### src/logic/rs_oh_pkg.sv
package rs_oh_pkg;
    // Line-side overhead slot codes
    localparam logic [2:0] SLOT_D1 = 3'h0;
    localparam logic [2:0] SLOT_D2 = 3'h1;
    localparam logic [2:0] SLOT_D3 = 3'h2;
    localparam logic [2:0] SLOT_E1 = 3'h3;
    localparam logic [2:0] SLOT_F1 = 3'h4;

    localparam logic [7:0] ALL_ONES = 8'hFF;
    localparam logic [7:0] BYTE_RESET = 8'hFF;

    // Timing at the 20 MHz system clock
    localparam int CLK_PERIOD_NS = 50;
    localparam int BIT_PERIOD_NS = 15625;
    // Nominal rate, so rounded down
    localparam int BIT_CYCLES = BIT_PERIOD_NS / CLK_PERIOD_NS;
    localparam logic [8:0] BIT_CNT_LAST = 9'(BIT_CYCLES - 1);
    localparam int FAIL_LIMIT_US = 1000;

    // Elastic store sizing
    localparam int WANDER_NS = 18000;
    localparam int WANDER_BITS = (WANDER_NS + BIT_PERIOD_NS - 1) / BIT_PERIOD_NS;
    localparam int STORE_AW = 2;
    localparam int STORE_DEPTH = 4;
    localparam logic [STORE_AW:0] FILL_HIGH = 3'h3;
    localparam logic [STORE_AW:0] FILL_EMPTY = 3'h0;

    localparam logic [2:0] BIT_LAST = 3'h7;
    localparam logic [1:0] MBUF_DEPTH = 2'h2;

    typedef enum logic [1:0] {
        SH_IDLE = 2'b01,
        SH_RUN = 2'b10
    } shift_state_t;
endpackage : rs_oh_pkg

### src/logic/octet_store_if.sv
`timescale 1ns/1ps
`default_nettype none
interface octet_store_if;
    logic wr_en;
    logic [rs_oh_pkg::STORE_AW-1:0] wr_addr;
    logic [7:0] wr_data;
    logic [rs_oh_pkg::STORE_AW-1:0] rd_addr;
    logic [7:0] rd_data;
    modport user (output wr_en, output wr_addr, output wr_data, output rd_addr, input rd_data);
    modport mem (input wr_en, input wr_addr, input wr_data, input rd_addr, output rd_data);
endinterface : octet_store_if
`default_nettype wire

### src/logic/octet_store.sv
`timescale 1ns/1ps
`default_nettype none
module octet_store (
    input wire logic sys_clk,
    input wire logic reset_n,
    octet_store_if.mem port
);
    import rs_oh_pkg::*;

    logic [7:0] word_r [STORE_DEPTH];
    logic [7:0] word_nxt [STORE_DEPTH];
    logic [7:0] rd_r;
    logic [7:0] rd_nxt;

    genvar i;
    generate
        for (i = 0; i < STORE_DEPTH; i++) begin : g_word
            always_comb begin
                word_nxt[i] = word_r[i];
                if (port.wr_en && (port.wr_addr == STORE_AW'(i))) begin
                    word_nxt[i] = port.wr_data;
                end
            end
            always_ff @(posedge sys_clk or negedge reset_n) begin
                if (!reset_n) begin
                    word_r[i] <= BYTE_RESET;
                end else begin
                    word_r[i] <= word_nxt[i];
                end
            end
        end
    endgenerate

    always_comb begin
        rd_nxt = word_r[port.rd_addr];
    end

    always_ff @(posedge sys_clk or negedge reset_n) begin
        if (!reset_n) begin
            rd_r <= BYTE_RESET;
        end else begin
            rd_r <= rd_nxt;
        end
    end

    assign port.rd_data = rd_r;
endmodule : octet_store
`default_nettype wire

### src/logic/rs_overhead_channel_adapter.sv
// Functional notes
// The management source puts its 192 kbit/s byte stream into slots D1, D2 and D3 of every outgoing frame.
// The management sink takes the D1 to D3 bytes of each received frame and hands them on as a stream.
// The management sink raises its server fail output while trail fail is in, and drops it when that clears.
// The orderwire source inserts its octet-structured 64 kbit/s stream through slip buffering into E1 or F1.
// One select input decides whether E1 or F1 carries the orderwire for both source and sink.
// Orderwire bits enter the elastic store on the client strobe and leave under line slot timing and justification.
// A positive justification skips one octet once and a negative one reads the same octet a second time.
// The elastic store is deep enough for 18 us of wander between client and line timing.
// The orderwire sink takes its octet from the selected E1 or F1 byte of each received frame.
// The orderwire sink latches each octet and shifts its bits out at a nominal 64 kHz.
// On trail fail the orderwire sink raises server fail and sends all-ones within 1 ms, and recovers within 1 ms.
// The user source puts its client byte into F1 of every outgoing frame while the orderwire is on E1, clocking the client from line timing.
// The user sink takes the F1 byte of each received frame while the orderwire is on E1 and delivers it to its client.
// On trail fail the user sink raises server fail and outputs all-ones within 1 ms, and recovers within 1 ms.
// The management and user sources give their client a take strobe only when an overhead slot is served.
// The line side moves one octet per overhead slot, five slots per 125 us frame.
`timescale 1ns/1ps
`default_nettype none
module rs_overhead_channel_adapter (
    input wire logic sys_clk,
    input wire logic reset_n,
    input wire logic ow_sel_f1,
    input wire logic line_frame_start,
    input wire logic line_rx_valid,
    input wire logic [2:0] line_rx_slot,
    input wire logic [7:0] line_rx_byte,
    output logic line_rx_ready,
    input wire logic line_tx_req,
    input wire logic [2:0] line_tx_slot,
    output logic line_tx_valid,
    output logic [7:0] line_tx_byte,
    input wire logic trail_signal_fail_in,
    input wire logic [7:0] mgmt_channel_data,
    output logic mgmt_src_take,
    output logic [7:0] mgmt_sink_data,
    output logic mgmt_sink_valid,
    input wire logic mgmt_sink_ready,
    output logic mgmt_server_signal_fail_out,
    input wire logic ow_src_bit,
    input wire logic ow_src_strobe,
    input wire logic ow_src_octet_start,
    output logic ow_sink_bit,
    output logic ow_sink_strobe,
    output logic ow_sink_octet_start,
    output logic ow_server_signal_fail_out,
    input wire logic [7:0] user_src_data,
    output logic user_src_take,
    output logic [7:0] user_sink_data,
    output logic user_sink_strobe,
    output logic user_server_signal_fail_out
);
    import rs_oh_pkg::*;

    function automatic logic is_mgmt_slot(input logic [2:0] slot);
        is_mgmt_slot = (slot == SLOT_D1) || (slot == SLOT_D2) || (slot == SLOT_D3);
    endfunction : is_mgmt_slot

    function automatic logic is_ow_slot(input logic [2:0] slot, input logic sel_f1);
        is_ow_slot = sel_f1 ? (slot == SLOT_F1) : (slot == SLOT_E1);
    endfunction : is_ow_slot

    // F1 belongs to the orderwire when selected there
    function automatic logic is_user_slot(input logic [2:0] slot, input logic sel_f1);
        is_user_slot = !sel_f1 && (slot == SLOT_F1);
    endfunction : is_user_slot

    octet_store_if store ();

    octet_store u_store (
        .sys_clk(sys_clk),
        .reset_n(reset_n),
        .port(store)
    );

    logic rx_take;
    assign rx_take = line_rx_valid && line_rx_ready;

    // Transmit side: answer one cycle after each slot request
    logic tx_valid_r, tx_valid_nxt;
    logic [7:0] tx_byte_r, tx_byte_nxt;
    logic mgmt_take_r, mgmt_take_nxt;
    logic user_take_r, user_take_nxt;
    logic [7:0] ow_last_r, ow_last_nxt;
    logic [STORE_AW-1:0] rd_ptr_r, rd_ptr_nxt;
    logic [STORE_AW-1:0] wr_ptr_r, wr_ptr_nxt;
    logic [STORE_AW:0] fill_r, fill_nxt;
    logic [7:0] ow_asm_r, ow_asm_nxt;
    logic [2:0] ow_bitcnt_r, ow_bitcnt_nxt;
    logic store_wr;
    logic [1:0] rd_step;

    always_comb begin
        tx_valid_nxt = line_tx_req;
        tx_byte_nxt = tx_byte_r;
        mgmt_take_nxt = 1'b0;
        user_take_nxt = 1'b0;
        ow_last_nxt = ow_last_r;
        rd_step = 2'h0;
        if (line_tx_req) begin
            tx_byte_nxt = ALL_ONES;
            if (is_mgmt_slot(line_tx_slot)) begin
                tx_byte_nxt = mgmt_channel_data;
                mgmt_take_nxt = 1'b1;
            end else if (is_ow_slot(line_tx_slot, ow_sel_f1)) begin
                if (fill_r == FILL_EMPTY) begin
                    tx_byte_nxt = ow_last_r;
                end else if (fill_r >= FILL_HIGH) begin
                    tx_byte_nxt = store.rd_data;
                    rd_step = 2'h2;
                end else begin
                    tx_byte_nxt = store.rd_data;
                    rd_step = 2'h1;
                end
                ow_last_nxt = tx_byte_nxt;
            end else if (is_user_slot(line_tx_slot, ow_sel_f1)) begin
                tx_byte_nxt = user_src_data;
                user_take_nxt = 1'b1;
            end
        end
    end

    // Orderwire elastic store write side
    always_comb begin
        ow_asm_nxt = ow_asm_r;
        ow_bitcnt_nxt = ow_bitcnt_r;
        store_wr = 1'b0;
        if (ow_src_strobe) begin
            ow_asm_nxt = {ow_asm_r[6:0], ow_src_bit};
            ow_bitcnt_nxt = ow_src_octet_start ? 3'h1 : ow_bitcnt_r + 3'h1;
            store_wr = !ow_src_octet_start && (ow_bitcnt_r == BIT_LAST);
        end
        wr_ptr_nxt = wr_ptr_r + STORE_AW'(store_wr);
        rd_ptr_nxt = rd_ptr_r + STORE_AW'(rd_step);
        // Writes have no full check: only a skip on a line read at fill 3 or more keeps the store from wrapping
        fill_nxt = fill_r + (STORE_AW + 1)'(store_wr) - (STORE_AW + 1)'(rd_step);
    end

    assign store.wr_en = store_wr;
    assign store.wr_addr = wr_ptr_r;
    assign store.wr_data = {ow_asm_r[6:0], ow_src_bit};
    assign store.rd_addr = rd_ptr_r;

    always_ff @(posedge sys_clk or negedge reset_n) begin
        if (!reset_n) begin
            tx_valid_r <= 1'b0;
            tx_byte_r <= BYTE_RESET;
            mgmt_take_r <= 1'b0;
            user_take_r <= 1'b0;
            ow_last_r <= BYTE_RESET;
            rd_ptr_r <= '0;
            wr_ptr_r <= '0;
            fill_r <= '0;
            ow_asm_r <= '0;
            ow_bitcnt_r <= '0;
        end else begin
            tx_valid_r <= tx_valid_nxt;
            tx_byte_r <= tx_byte_nxt;
            mgmt_take_r <= mgmt_take_nxt;
            user_take_r <= user_take_nxt;
            ow_last_r <= ow_last_nxt;
            rd_ptr_r <= rd_ptr_nxt;
            wr_ptr_r <= wr_ptr_nxt;
            fill_r <= fill_nxt;
            ow_asm_r <= ow_asm_nxt;
            ow_bitcnt_r <= ow_bitcnt_nxt;
        end
    end

    // Management sink: two-entry buffer, back-pressure onto line_rx_ready
    logic [7:0] mbuf_r [2];
    logic [7:0] mbuf_nxt [2];
    logic [1:0] mcnt_r, mcnt_nxt;
    logic [1:0] mcnt_mid;
    logic mvalid_r, mvalid_nxt;
    logic rx_ready_r, rx_ready_nxt;
    logic mpush, mpop;

    always_comb begin
        mbuf_nxt = mbuf_r;
        mpush = rx_take && is_mgmt_slot(line_rx_slot);
        mpop = mvalid_r && mgmt_sink_ready;
        mcnt_mid = mcnt_r;
        if (mpop) begin
            mbuf_nxt[0] = mbuf_r[1];
            mcnt_mid = mcnt_r - 2'h1;
        end
        if (mpush) begin
            mbuf_nxt[mcnt_mid[0]] = line_rx_byte;
        end
        mcnt_nxt = mcnt_mid + 2'(mpush);
        mvalid_nxt = (mcnt_nxt != 2'h0);
        rx_ready_nxt = (mcnt_nxt < MBUF_DEPTH);
    end

    always_ff @(posedge sys_clk or negedge reset_n) begin
        if (!reset_n) begin
            mbuf_r[0] <= BYTE_RESET;
            mbuf_r[1] <= BYTE_RESET;
            mcnt_r <= 2'h0;
            mvalid_r <= 1'b0;
            rx_ready_r <= 1'b1;
        end else begin
            mbuf_r <= mbuf_nxt;
            mcnt_r <= mcnt_nxt;
            mvalid_r <= mvalid_nxt;
            rx_ready_r <= rx_ready_nxt;
        end
    end

    // Orderwire and user sinks, fail forwarding
    logic [7:0] hold_r, hold_nxt;
    logic hold_full_r, hold_full_nxt;
    shift_state_t sh_state_r, sh_state_nxt;
    logic [8:0] bit_timer_r, bit_timer_nxt;
    logic [2:0] sh_cnt_r, sh_cnt_nxt;
    logic [7:0] sh_reg_r, sh_reg_nxt;
    logic ow_bit_r, ow_bit_nxt;
    logic ow_strobe_r, ow_strobe_nxt;
    logic ow_start_r, ow_start_nxt;
    logic ssf_r, ssf_nxt;
    logic [7:0] user_data_r, user_data_nxt;
    logic user_strobe_r, user_strobe_nxt;
    logic tick;

    always_comb begin
        ssf_nxt = trail_signal_fail_in;
        hold_nxt = hold_r;
        hold_full_nxt = hold_full_r;
        if (rx_take && is_ow_slot(line_rx_slot, ow_sel_f1)) begin
            hold_nxt = line_rx_byte;
            hold_full_nxt = 1'b1;
        end
        user_data_nxt = user_data_r;
        user_strobe_nxt = 1'b0;
        if (rx_take && is_user_slot(line_rx_slot, ow_sel_f1)) begin
            user_data_nxt = trail_signal_fail_in ? ALL_ONES : line_rx_byte;
            user_strobe_nxt = 1'b1;
        end
        tick = (bit_timer_r == BIT_CNT_LAST);
        bit_timer_nxt = tick ? 9'h000 : bit_timer_r + 9'h001;
        sh_state_nxt = sh_state_r;
        sh_cnt_nxt = sh_cnt_r;
        sh_reg_nxt = sh_reg_r;
        ow_strobe_nxt = 1'b0;
        ow_start_nxt = 1'b0;
        ow_bit_nxt = ow_bit_r;
        case (sh_state_r)
            SH_IDLE: begin
                // Ones until the first octet arrives
                if (tick) begin
                    ow_strobe_nxt = 1'b1;
                    ow_bit_nxt = 1'b1;
                    if (hold_full_r) begin
                        sh_state_nxt = SH_RUN;
                    end
                end
            end
            SH_RUN: begin
                if (tick) begin
                    ow_strobe_nxt = 1'b1;
                    if (sh_cnt_r == 3'h0) begin
                        // Latest octet; repeats if the line paused
                        sh_reg_nxt = {hold_r[6:0], 1'b0};
                        ow_bit_nxt = hold_r[7];
                        ow_start_nxt = 1'b1;
                    end else begin
                        sh_reg_nxt = {sh_reg_r[6:0], 1'b0};
                        ow_bit_nxt = sh_reg_r[7];
                    end
                    sh_cnt_nxt = sh_cnt_r + 3'h1;
                    if (trail_signal_fail_in) begin
                        ow_bit_nxt = 1'b1;
                    end
                end
            end
            default: begin
                sh_state_nxt = SH_IDLE;
            end
        endcase
    end

    always_ff @(posedge sys_clk or negedge reset_n) begin
        if (!reset_n) begin
            ssf_r <= 1'b0;
            hold_r <= BYTE_RESET;
            hold_full_r <= 1'b0;
            user_data_r <= BYTE_RESET;
            user_strobe_r <= 1'b0;
            bit_timer_r <= 9'h000;
            sh_state_r <= SH_IDLE;
            sh_cnt_r <= 3'h0;
            sh_reg_r <= BYTE_RESET;
            ow_bit_r <= 1'b1;
            ow_strobe_r <= 1'b0;
            ow_start_r <= 1'b0;
        end else begin
            ssf_r <= ssf_nxt;
            hold_r <= hold_nxt;
            hold_full_r <= hold_full_nxt;
            user_data_r <= user_data_nxt;
            user_strobe_r <= user_strobe_nxt;
            bit_timer_r <= bit_timer_nxt;
            sh_state_r <= sh_state_nxt;
            sh_cnt_r <= sh_cnt_nxt;
            sh_reg_r <= sh_reg_nxt;
            ow_bit_r <= ow_bit_nxt;
            ow_strobe_r <= ow_strobe_nxt;
            ow_start_r <= ow_start_nxt;
        end
    end

    assign line_rx_ready = rx_ready_r;
    assign line_tx_valid = tx_valid_r;
    assign line_tx_byte = tx_byte_r;
    assign mgmt_src_take = mgmt_take_r;
    assign mgmt_sink_data = mbuf_r[0];
    assign mgmt_sink_valid = mvalid_r;
    assign mgmt_server_signal_fail_out = ssf_r;
    assign ow_sink_bit = ow_bit_r;
    assign ow_sink_strobe = ow_strobe_r;
    assign ow_sink_octet_start = ow_start_r;
    assign ow_server_signal_fail_out = ssf_r;
    assign user_src_take = user_take_r;
    assign user_sink_data = user_data_r;
    assign user_sink_strobe = user_strobe_r;
    assign user_server_signal_fail_out = ssf_r;

    // Frame start is accepted for the line contract; slots carry position
    logic unused_frame_start;
    assign unused_frame_start = line_frame_start;
endmodule : rs_overhead_channel_adapter
`default_nettype wire

### config.mk
export PLATFORM = sky130hd
export DESIGN_NAME = rs_overhead_channel_adapter
export DESIGN_NICKNAME = d
export VERILOG_FILES = /design/src/logic/rs_oh_pkg.sv /design/src/logic/octet_store_if.sv /design/src/logic/octet_store.sv /design/src/logic/rs_overhead_channel_adapter.sv
export SDC_FILE = /design/constraint.sdc
export NUM_CORES = 1
export LEC_CHECK = 0
export BUFFER_PORTS_ARGS = -buffer_cell sky130_fd_sc_hd__buf_4
export CAP_MARGIN = 20
export CORE_ASPECT_RATIO = 1.1
export CORE_MARGIN = 8
export CORE_UTILIZATION = 40
export DETAILED_ROUTE_END_ITERATION = 12
export PLACE_DENSITY = 0.6
export SYNTH_ARGS = -nofsm -noshare
export SYNTH_HDL_FRONTEND = slang
export SYNTH_SLANG_ARGS = --single-unit
### constraint.sdc
create_clock -name sys_clk -period 2.85 [get_ports sys_clk]
set_input_delay 0 -clock sys_clk [delete_from_list [all_inputs] [get_ports sys_clk]]
set_output_delay 0 -clock sys_clk [all_outputs]
set_load 0.01 [all_outputs]
# Yosys cells after proc, flatten, opt, wreduce, memory -nomap -nowiden
# Cells that the tools add are included.
# classes
addsub	9
n_lt_le_gt_ge	5
n_eq_ne	18
mux	45
bitwise_logic	4
n_reduce_logical	31
# op_table
operator	n
$mux W8	10
$mux W1	19
$bmux W8 S2	1
$bwmux W16	1
$mux W16	1
$mux W2	8
$logic_and A1 B1 Y1	13
$eq A3 B2 Y1 const B	4
$logic_not A3 Y1	4
$add A9 B1 Y9 const B	1
$eq A3 B3 Y1 const B	3
$eq A9 B9 Y1 const B	1
$mux W9	1
$reduce_and A3 Y1	3
$demux W8 S1	1
$add A3 B1 Y3 const B	2
$eq A2 B2 Y1 const B	3
$eq A3 B1 Y1 const B	2
$ne A2 B2 Y1 const B	3
$add A2 B1 Y2	2
$eq A2 B1 Y1 const B	2
$logic_or A1 B1 Y1	4
$pmux W2 S2	1
$reduce_bool A2 Y1	2
other kinds (18)	20
# totals
reg_bits	140
input_bits	41
output_inout_bits	36
wordCells	144

# Longest topological paths before layout
# logic_depth
word_depth	9
mapped_depth	10
ltp_nobuf	8

# Modules after synthesis
# A second synthesis with hierarchy kept.
# hier_totals
cells_unflattened	548
area_unflattened_um2	6627.6
# modules_own_cells
mod	instances	cells_per_inst	area_each_um2	seq_area_each_um2
rs_overhead_channel_adapter	1	462	4976.0	2576.2
octet_store	1	86	1651.6	1051.0

# Worst setup path before layout
# Ideal clock, no wire load.
# synth_timing
path_kind	register to register
start	register mvalid_r (netlist: mgmt_sink_valid)
end	register mvalid_r (netlist: mgmt_sink_valid)
setup_ps	126
arrival_time_ps	2061
required_ps	2724
setup_slack_ps	662
path_stages_with_launch	10
path_buffers	3
synth_period_minus_slack_ps	2188
cell_sequence	dfrtp_1 -> and2_1 -> clkbuf_1 -> buf_2 -> xnor2_1 -> ha_1 -> clkbuf_1 -> xor2_1 -> xnor2_1 -> nand2b_1
# synth_between
elab_chain_len	4
# synth_rtl
item	line	text
start, declared	rs_overhead_channel_adapter.sv:175	logic mvalid_r, mvalid_nxt;
start signal, assigned	rs_overhead_channel_adapter.sv:206	mvalid_r <= mvalid_nxt;
$logic_and A1 B1 Y1	rs_overhead_channel_adapter.sv:182	mpop = mvalid_r && mgmt_sink_ready;
$mux W2	rs_overhead_channel_adapter.sv:184	if (mpop) begin
$add A2 B1 Y2	rs_overhead_channel_adapter.sv:191	mcnt_nxt = mcnt_mid + 2'(mpush);
$reduce_bool A2 Y1	rs_overhead_channel_adapter.sv:192	mvalid_nxt = (mcnt_nxt != 2'h0);
net mvalid_nxt	rs_overhead_channel_adapter.sv:175	
# The timed path passes the listed nets, and every way through them passes these cells.
# A chain may end at the register's enable or synchronous reset.

# Worst setup path in the final report
# layout_timing
start	input port line_tx_slot[1]
end	register fill_r[2]
# layout_between
elab_chain_len	6
elab_cells_between_ends	12
cone_classes	1 x add/sub; 4 x eq/ne; 4 x mux; 3 x reduce/logical
# layout_rtl
item	line	text
start, declared	rs_overhead_channel_adapter.sv:30	input wire logic [2:0] line_tx_slot,
$eq A3 B2 Y1 (tied with other cells)	rs_overhead_channel_adapter.sv:60	is_ow_slot = sel_f1 ? (slot == SLOT_F1) : (slot == SLOT_E1);
$mux W1 / $logic_or A1 B1 Y1 (equally long branches)	rs_overhead_channel_adapter.sv:60, rs_overhead_channel_adapter.sv:56	
$mux W2 / $logic_or A1 B1 Y1 (equally long branches)	rs_overhead_channel_adapter.sv:105, rs_overhead_channel_adapter.sv:56	
$mux W2 (*)	rs_overhead_channel_adapter.sv:102	if (is_mgmt_slot(line_tx_slot)) begin
$mux W2 (*)	rs_overhead_channel_adapter.sv:100	if (line_tx_req) begin
$sub A3 B2 Y3 (*)	rs_overhead_channel_adapter.sv:136	fill_nxt = fill_r + (STORE_AW + 1)'(store_wr) - (STORE_AW + 1)'(rd_step);
net fill_nxt[2]	rs_overhead_channel_adapter.sv:87	logic [STORE_AW:0] fill_r, fill_nxt;
end signal, assigned	rs_overhead_channel_adapter.sv:164	fill_r <= fill_nxt;
end, declared	rs_overhead_channel_adapter.sv:87	
# The timed path passes the listed nets; every way through them passes the cells marked *.

==> results.sh <==
export IMPL_status="finished clean"
export IMPL_design_area_mm2=0.00803
export IMPL_syn_inst=549
export IMPL_fin_skew_ns=0.00860
export IMPL_ctsLongestPathBuffers=2
export IMPL_final_cell_mix="dfstp_2 (99), buf_4 (79), mux2_2 (65), nor2_1 (44), dfrtp_1 (41)"
export IMPL_drive_above_1_share_pct=46.8
export IMPL_cts_buffers=17
export IMPL_worstPathRequired_ns=3.14
export IMPL_p_per_area_mw_per_mm2=817
export IMPL_avgRoutedWirePerCell_um=16.3
export IMPL_power_switching_mw=1.81
export IMPL_min_path_type="input pin to async pin"
export IMPL_tightest_slew_ns=0.731
export IMPL_vias=4419
export IMPL_cts_tree="yes"
export IMPL_ys_types=56
export IMPL_yosysTopAreaCell="dfstp_2"
export IMPL_core_area_mm2=0.0163
export IMPL_root_buffer="clkbuf_16"
export IMPL_worstSetupPathType="input pin to flip-flop"
export IMPL_portBuffers=75
export IMPL_grt_first_pass_wirelength_um=23300
export IMPL_yosysSeqAreaShare_pct=54.6
export IMPL_rows=49
export IMPL_power_total_mw=6.56
export IMPL_critPathArrivalTime_ns=2.68
export IMPL_rsz0062_at_grt="false"
export IMPL_yosysWarnings=0
export IMPL_vias_per_cell=5.28
export IMPL_clk_pin_slew_worst_paths_ns=0.05
export IMPL_hold_violations=0
export IMPL_async_flop_share_pct=100
export IMPL_antenna_found_initial=0
export IMPL_boundaryPins=77
export IMPL_setup_violations=0
export IMPL_die_area_mm2=0.0210
export IMPL_syn_area_mm2=0.00664
export IMPL_placed_cell_area_mm2=0.00727
export IMPL_fin_nets=673
export IMPL_gp_congestion=0.788
export IMPL_drc=0
export IMPL_critPathLaunchType="input pin"
export IMPL_ys_seq_elements=140
export IMPL_place_hpwl_um=9530
export IMPL_cap_violations=0
export IMPL_p_leak_nw=3.47
export IMPL_ys_top_cells_by_area="dfstp_2 (39%), dfrtp_1 (15%), mux2_2 (11%)"
export IMPL_synth_avg_cell_area_um2=12.1
export IMPL_clock_sinks=140
export IMPL_wl_um=13700
export IMPL_relSlewSlack_pct=51.3
export IMPL_internal_power_mw=4.75
export IMPL_synthFlopType="dfstp_2"
export IMPL_cts_max_level=4
export IMPL_fillCellCount=1422
export IMPL_tns_ns=0
export IMPL_drv_slew=0
export IMPL_track_usage_pct=13.8
export IMPL_crit_path_end_kind="flip-flop"
export IMPL_drt_iter0_drc=215
export IMPL_diodes=0
export IMPL_clock_latency_ns=0.41
export IMPL_reg2reg_depth=7
export IMPL_hold_slack_ns=0.0280
export IMPL_firstDrtPassIters=5
export IMPL_grt_pass1_vias=4634
export IMPL_layout_min_cycle_time_ns=2.39
export IMPL_reg2reg_slack_ns=0.56
export IMPL_area_growth_pct=20.9
export IMPL_synth_top_area_share_pct=39.2
export IMPL_final_antenna_net_count=0
export IMPL_clockPowerShare_pct=33.3
export IMPL_ir_worst_vdd_uv=495
export IMPL_synth_edf_count=0
export IMPL_die_h_um=151
export IMPL_overflow=0
export IMPL_fmax_mhz=419
export IMPL_die_x_um=139
export IMPL_start_util_pct=40.7
export IMPL_syn_nets=602
export IMPL_netSwitchingFraction_pct=27.5
export IMPL_seq_power_share_pct=45.6
export IMPL_critPathMaxFanout=11
export IMPL_timing_final_crit_share_pct=83.8
export IMPL_layout_commonest_cell="dfstp_2"
export IMPL_comb_power_share_pct=21.1
export IMPL_grt_max_degree=119
export IMPL_multi_input_area_mm2=0.00270
export IMPL_regArea_mm2=0.00363
per-stage QoR:
step                      std cells  setup slack [ns]  util, %
after floorplan                 549             0.662        -
after global placement          789             0.619     44.6
after detailed placement        789             0.567     44.6
after CTS                       837             0.479     49.2
after global routing            837             0.328     49.2
final                           837             0.461     49.2
logic make-up after synthesis:
family	count (synthesis)	share of synthesized area, %
adder cells (fa/ha/maj)	13	2.53
XOR/XNOR	16	2.22
AO/OA/AOI/OAI	93	9.31
AND/OR/NAND/NOR	133	10.3
multiplexers	89	16.2
flip-flops	140	54.6
buffers and inverters	65	4.75
critical path, stage by stage:
cell	delay, ns
dlygate4sd3_1	0.54
buf_4	0.18
and3b_1	0.28
a32oi_1	0.42
nor2_1	0.11
mux2_2	0.29
ha_1	0.19
fa_1	0.37
xor2_1	0.16
xnor2_1	0.13
final cells by class:
class,instances,area share [%]
clock buffers,22,6.03
inverters,21,0.982
clock inverters,10,1.42
multi-input cells,344,33.6
repair buffers,96,9.63
well taps,204,3.18
flip-flops and latches,140,45.2
cells in the mapped netlist (3+ instances only):
cell      number
o22ai_1        7
nor2b_1        3
nor2_1        44
xnor2_1        6
a211oi_1       7
buf_2         10
dfstp_2       99
a21oi_1       20
mux4_2         8
or3_1          3
o221ai_1      16
or2_2          3
o21ai_2        3
mux2i_1       15
a221oi_1       7
ha_1          11
nand3b_1       4
inv_1         20
dfrtp_1       41
mux2_2        65
nand3_1       14
nor3_1         7
nand2_1       20
xor2_1         9
nand2b_1      17
buf_4         11
and2_1         4
a21o_1         3
clkbuf_1      17
o21ai_0       23
power groups by stage:
stage / logic [mW] / registers (mW) / clock network, mW
floorplan: 1.04 / 2.87 / 0
global placement: 1.33 / 3.00 / 0
detailed placement: 1.38 / 3.02 / 0
CTS: 1.40 / 3.00 / 2.25
global route: 1.53 / 3.07 / 2.33
finish: 1.38 / 2.99 / 2.19
repair_timing:
action                    CTS  global route
hold endpoints to repair  117             0
setup buffers               0             0
hold buffers               16             0
gates resized for setup     0             0
layer usage:
metal  global-route usage [%]  routed length (um)
met2                     23.0                6590
met1                     16.6                6280
met3                     3.53                 518
met4                     6.21                 259
met5                        0                   0
sequential cells by signal, summed over array words and instances, names as in the netlist, 7 cells and up, named ones only:
register              flops
bit_timer_r               9
hold_r                    8
line_tx_byte              8
mgmt_sink_data            8
ow_asm_r                  7
ow_last_r                 8
sh_reg_r                  8
u_store.port.rd_data      8
u_store.word_r           32
user_sink_data            8
final timing paths:
check / start / to
max: line_tx_slot[1] / fill_r[2]
max reg2reg: line_rx_ready / mgmt_sink_valid
min in group sys_clk: line_tx_slot[0] / user_src_take
max in group asynchronous: reset_n / ow_asm_r[1]
min: reset_n / user_sink_strobe
min reg2reg: bit_timer_r[0] / bit_timer_r[0]
No activity file was read; power rests on OpenSTA's default activity.
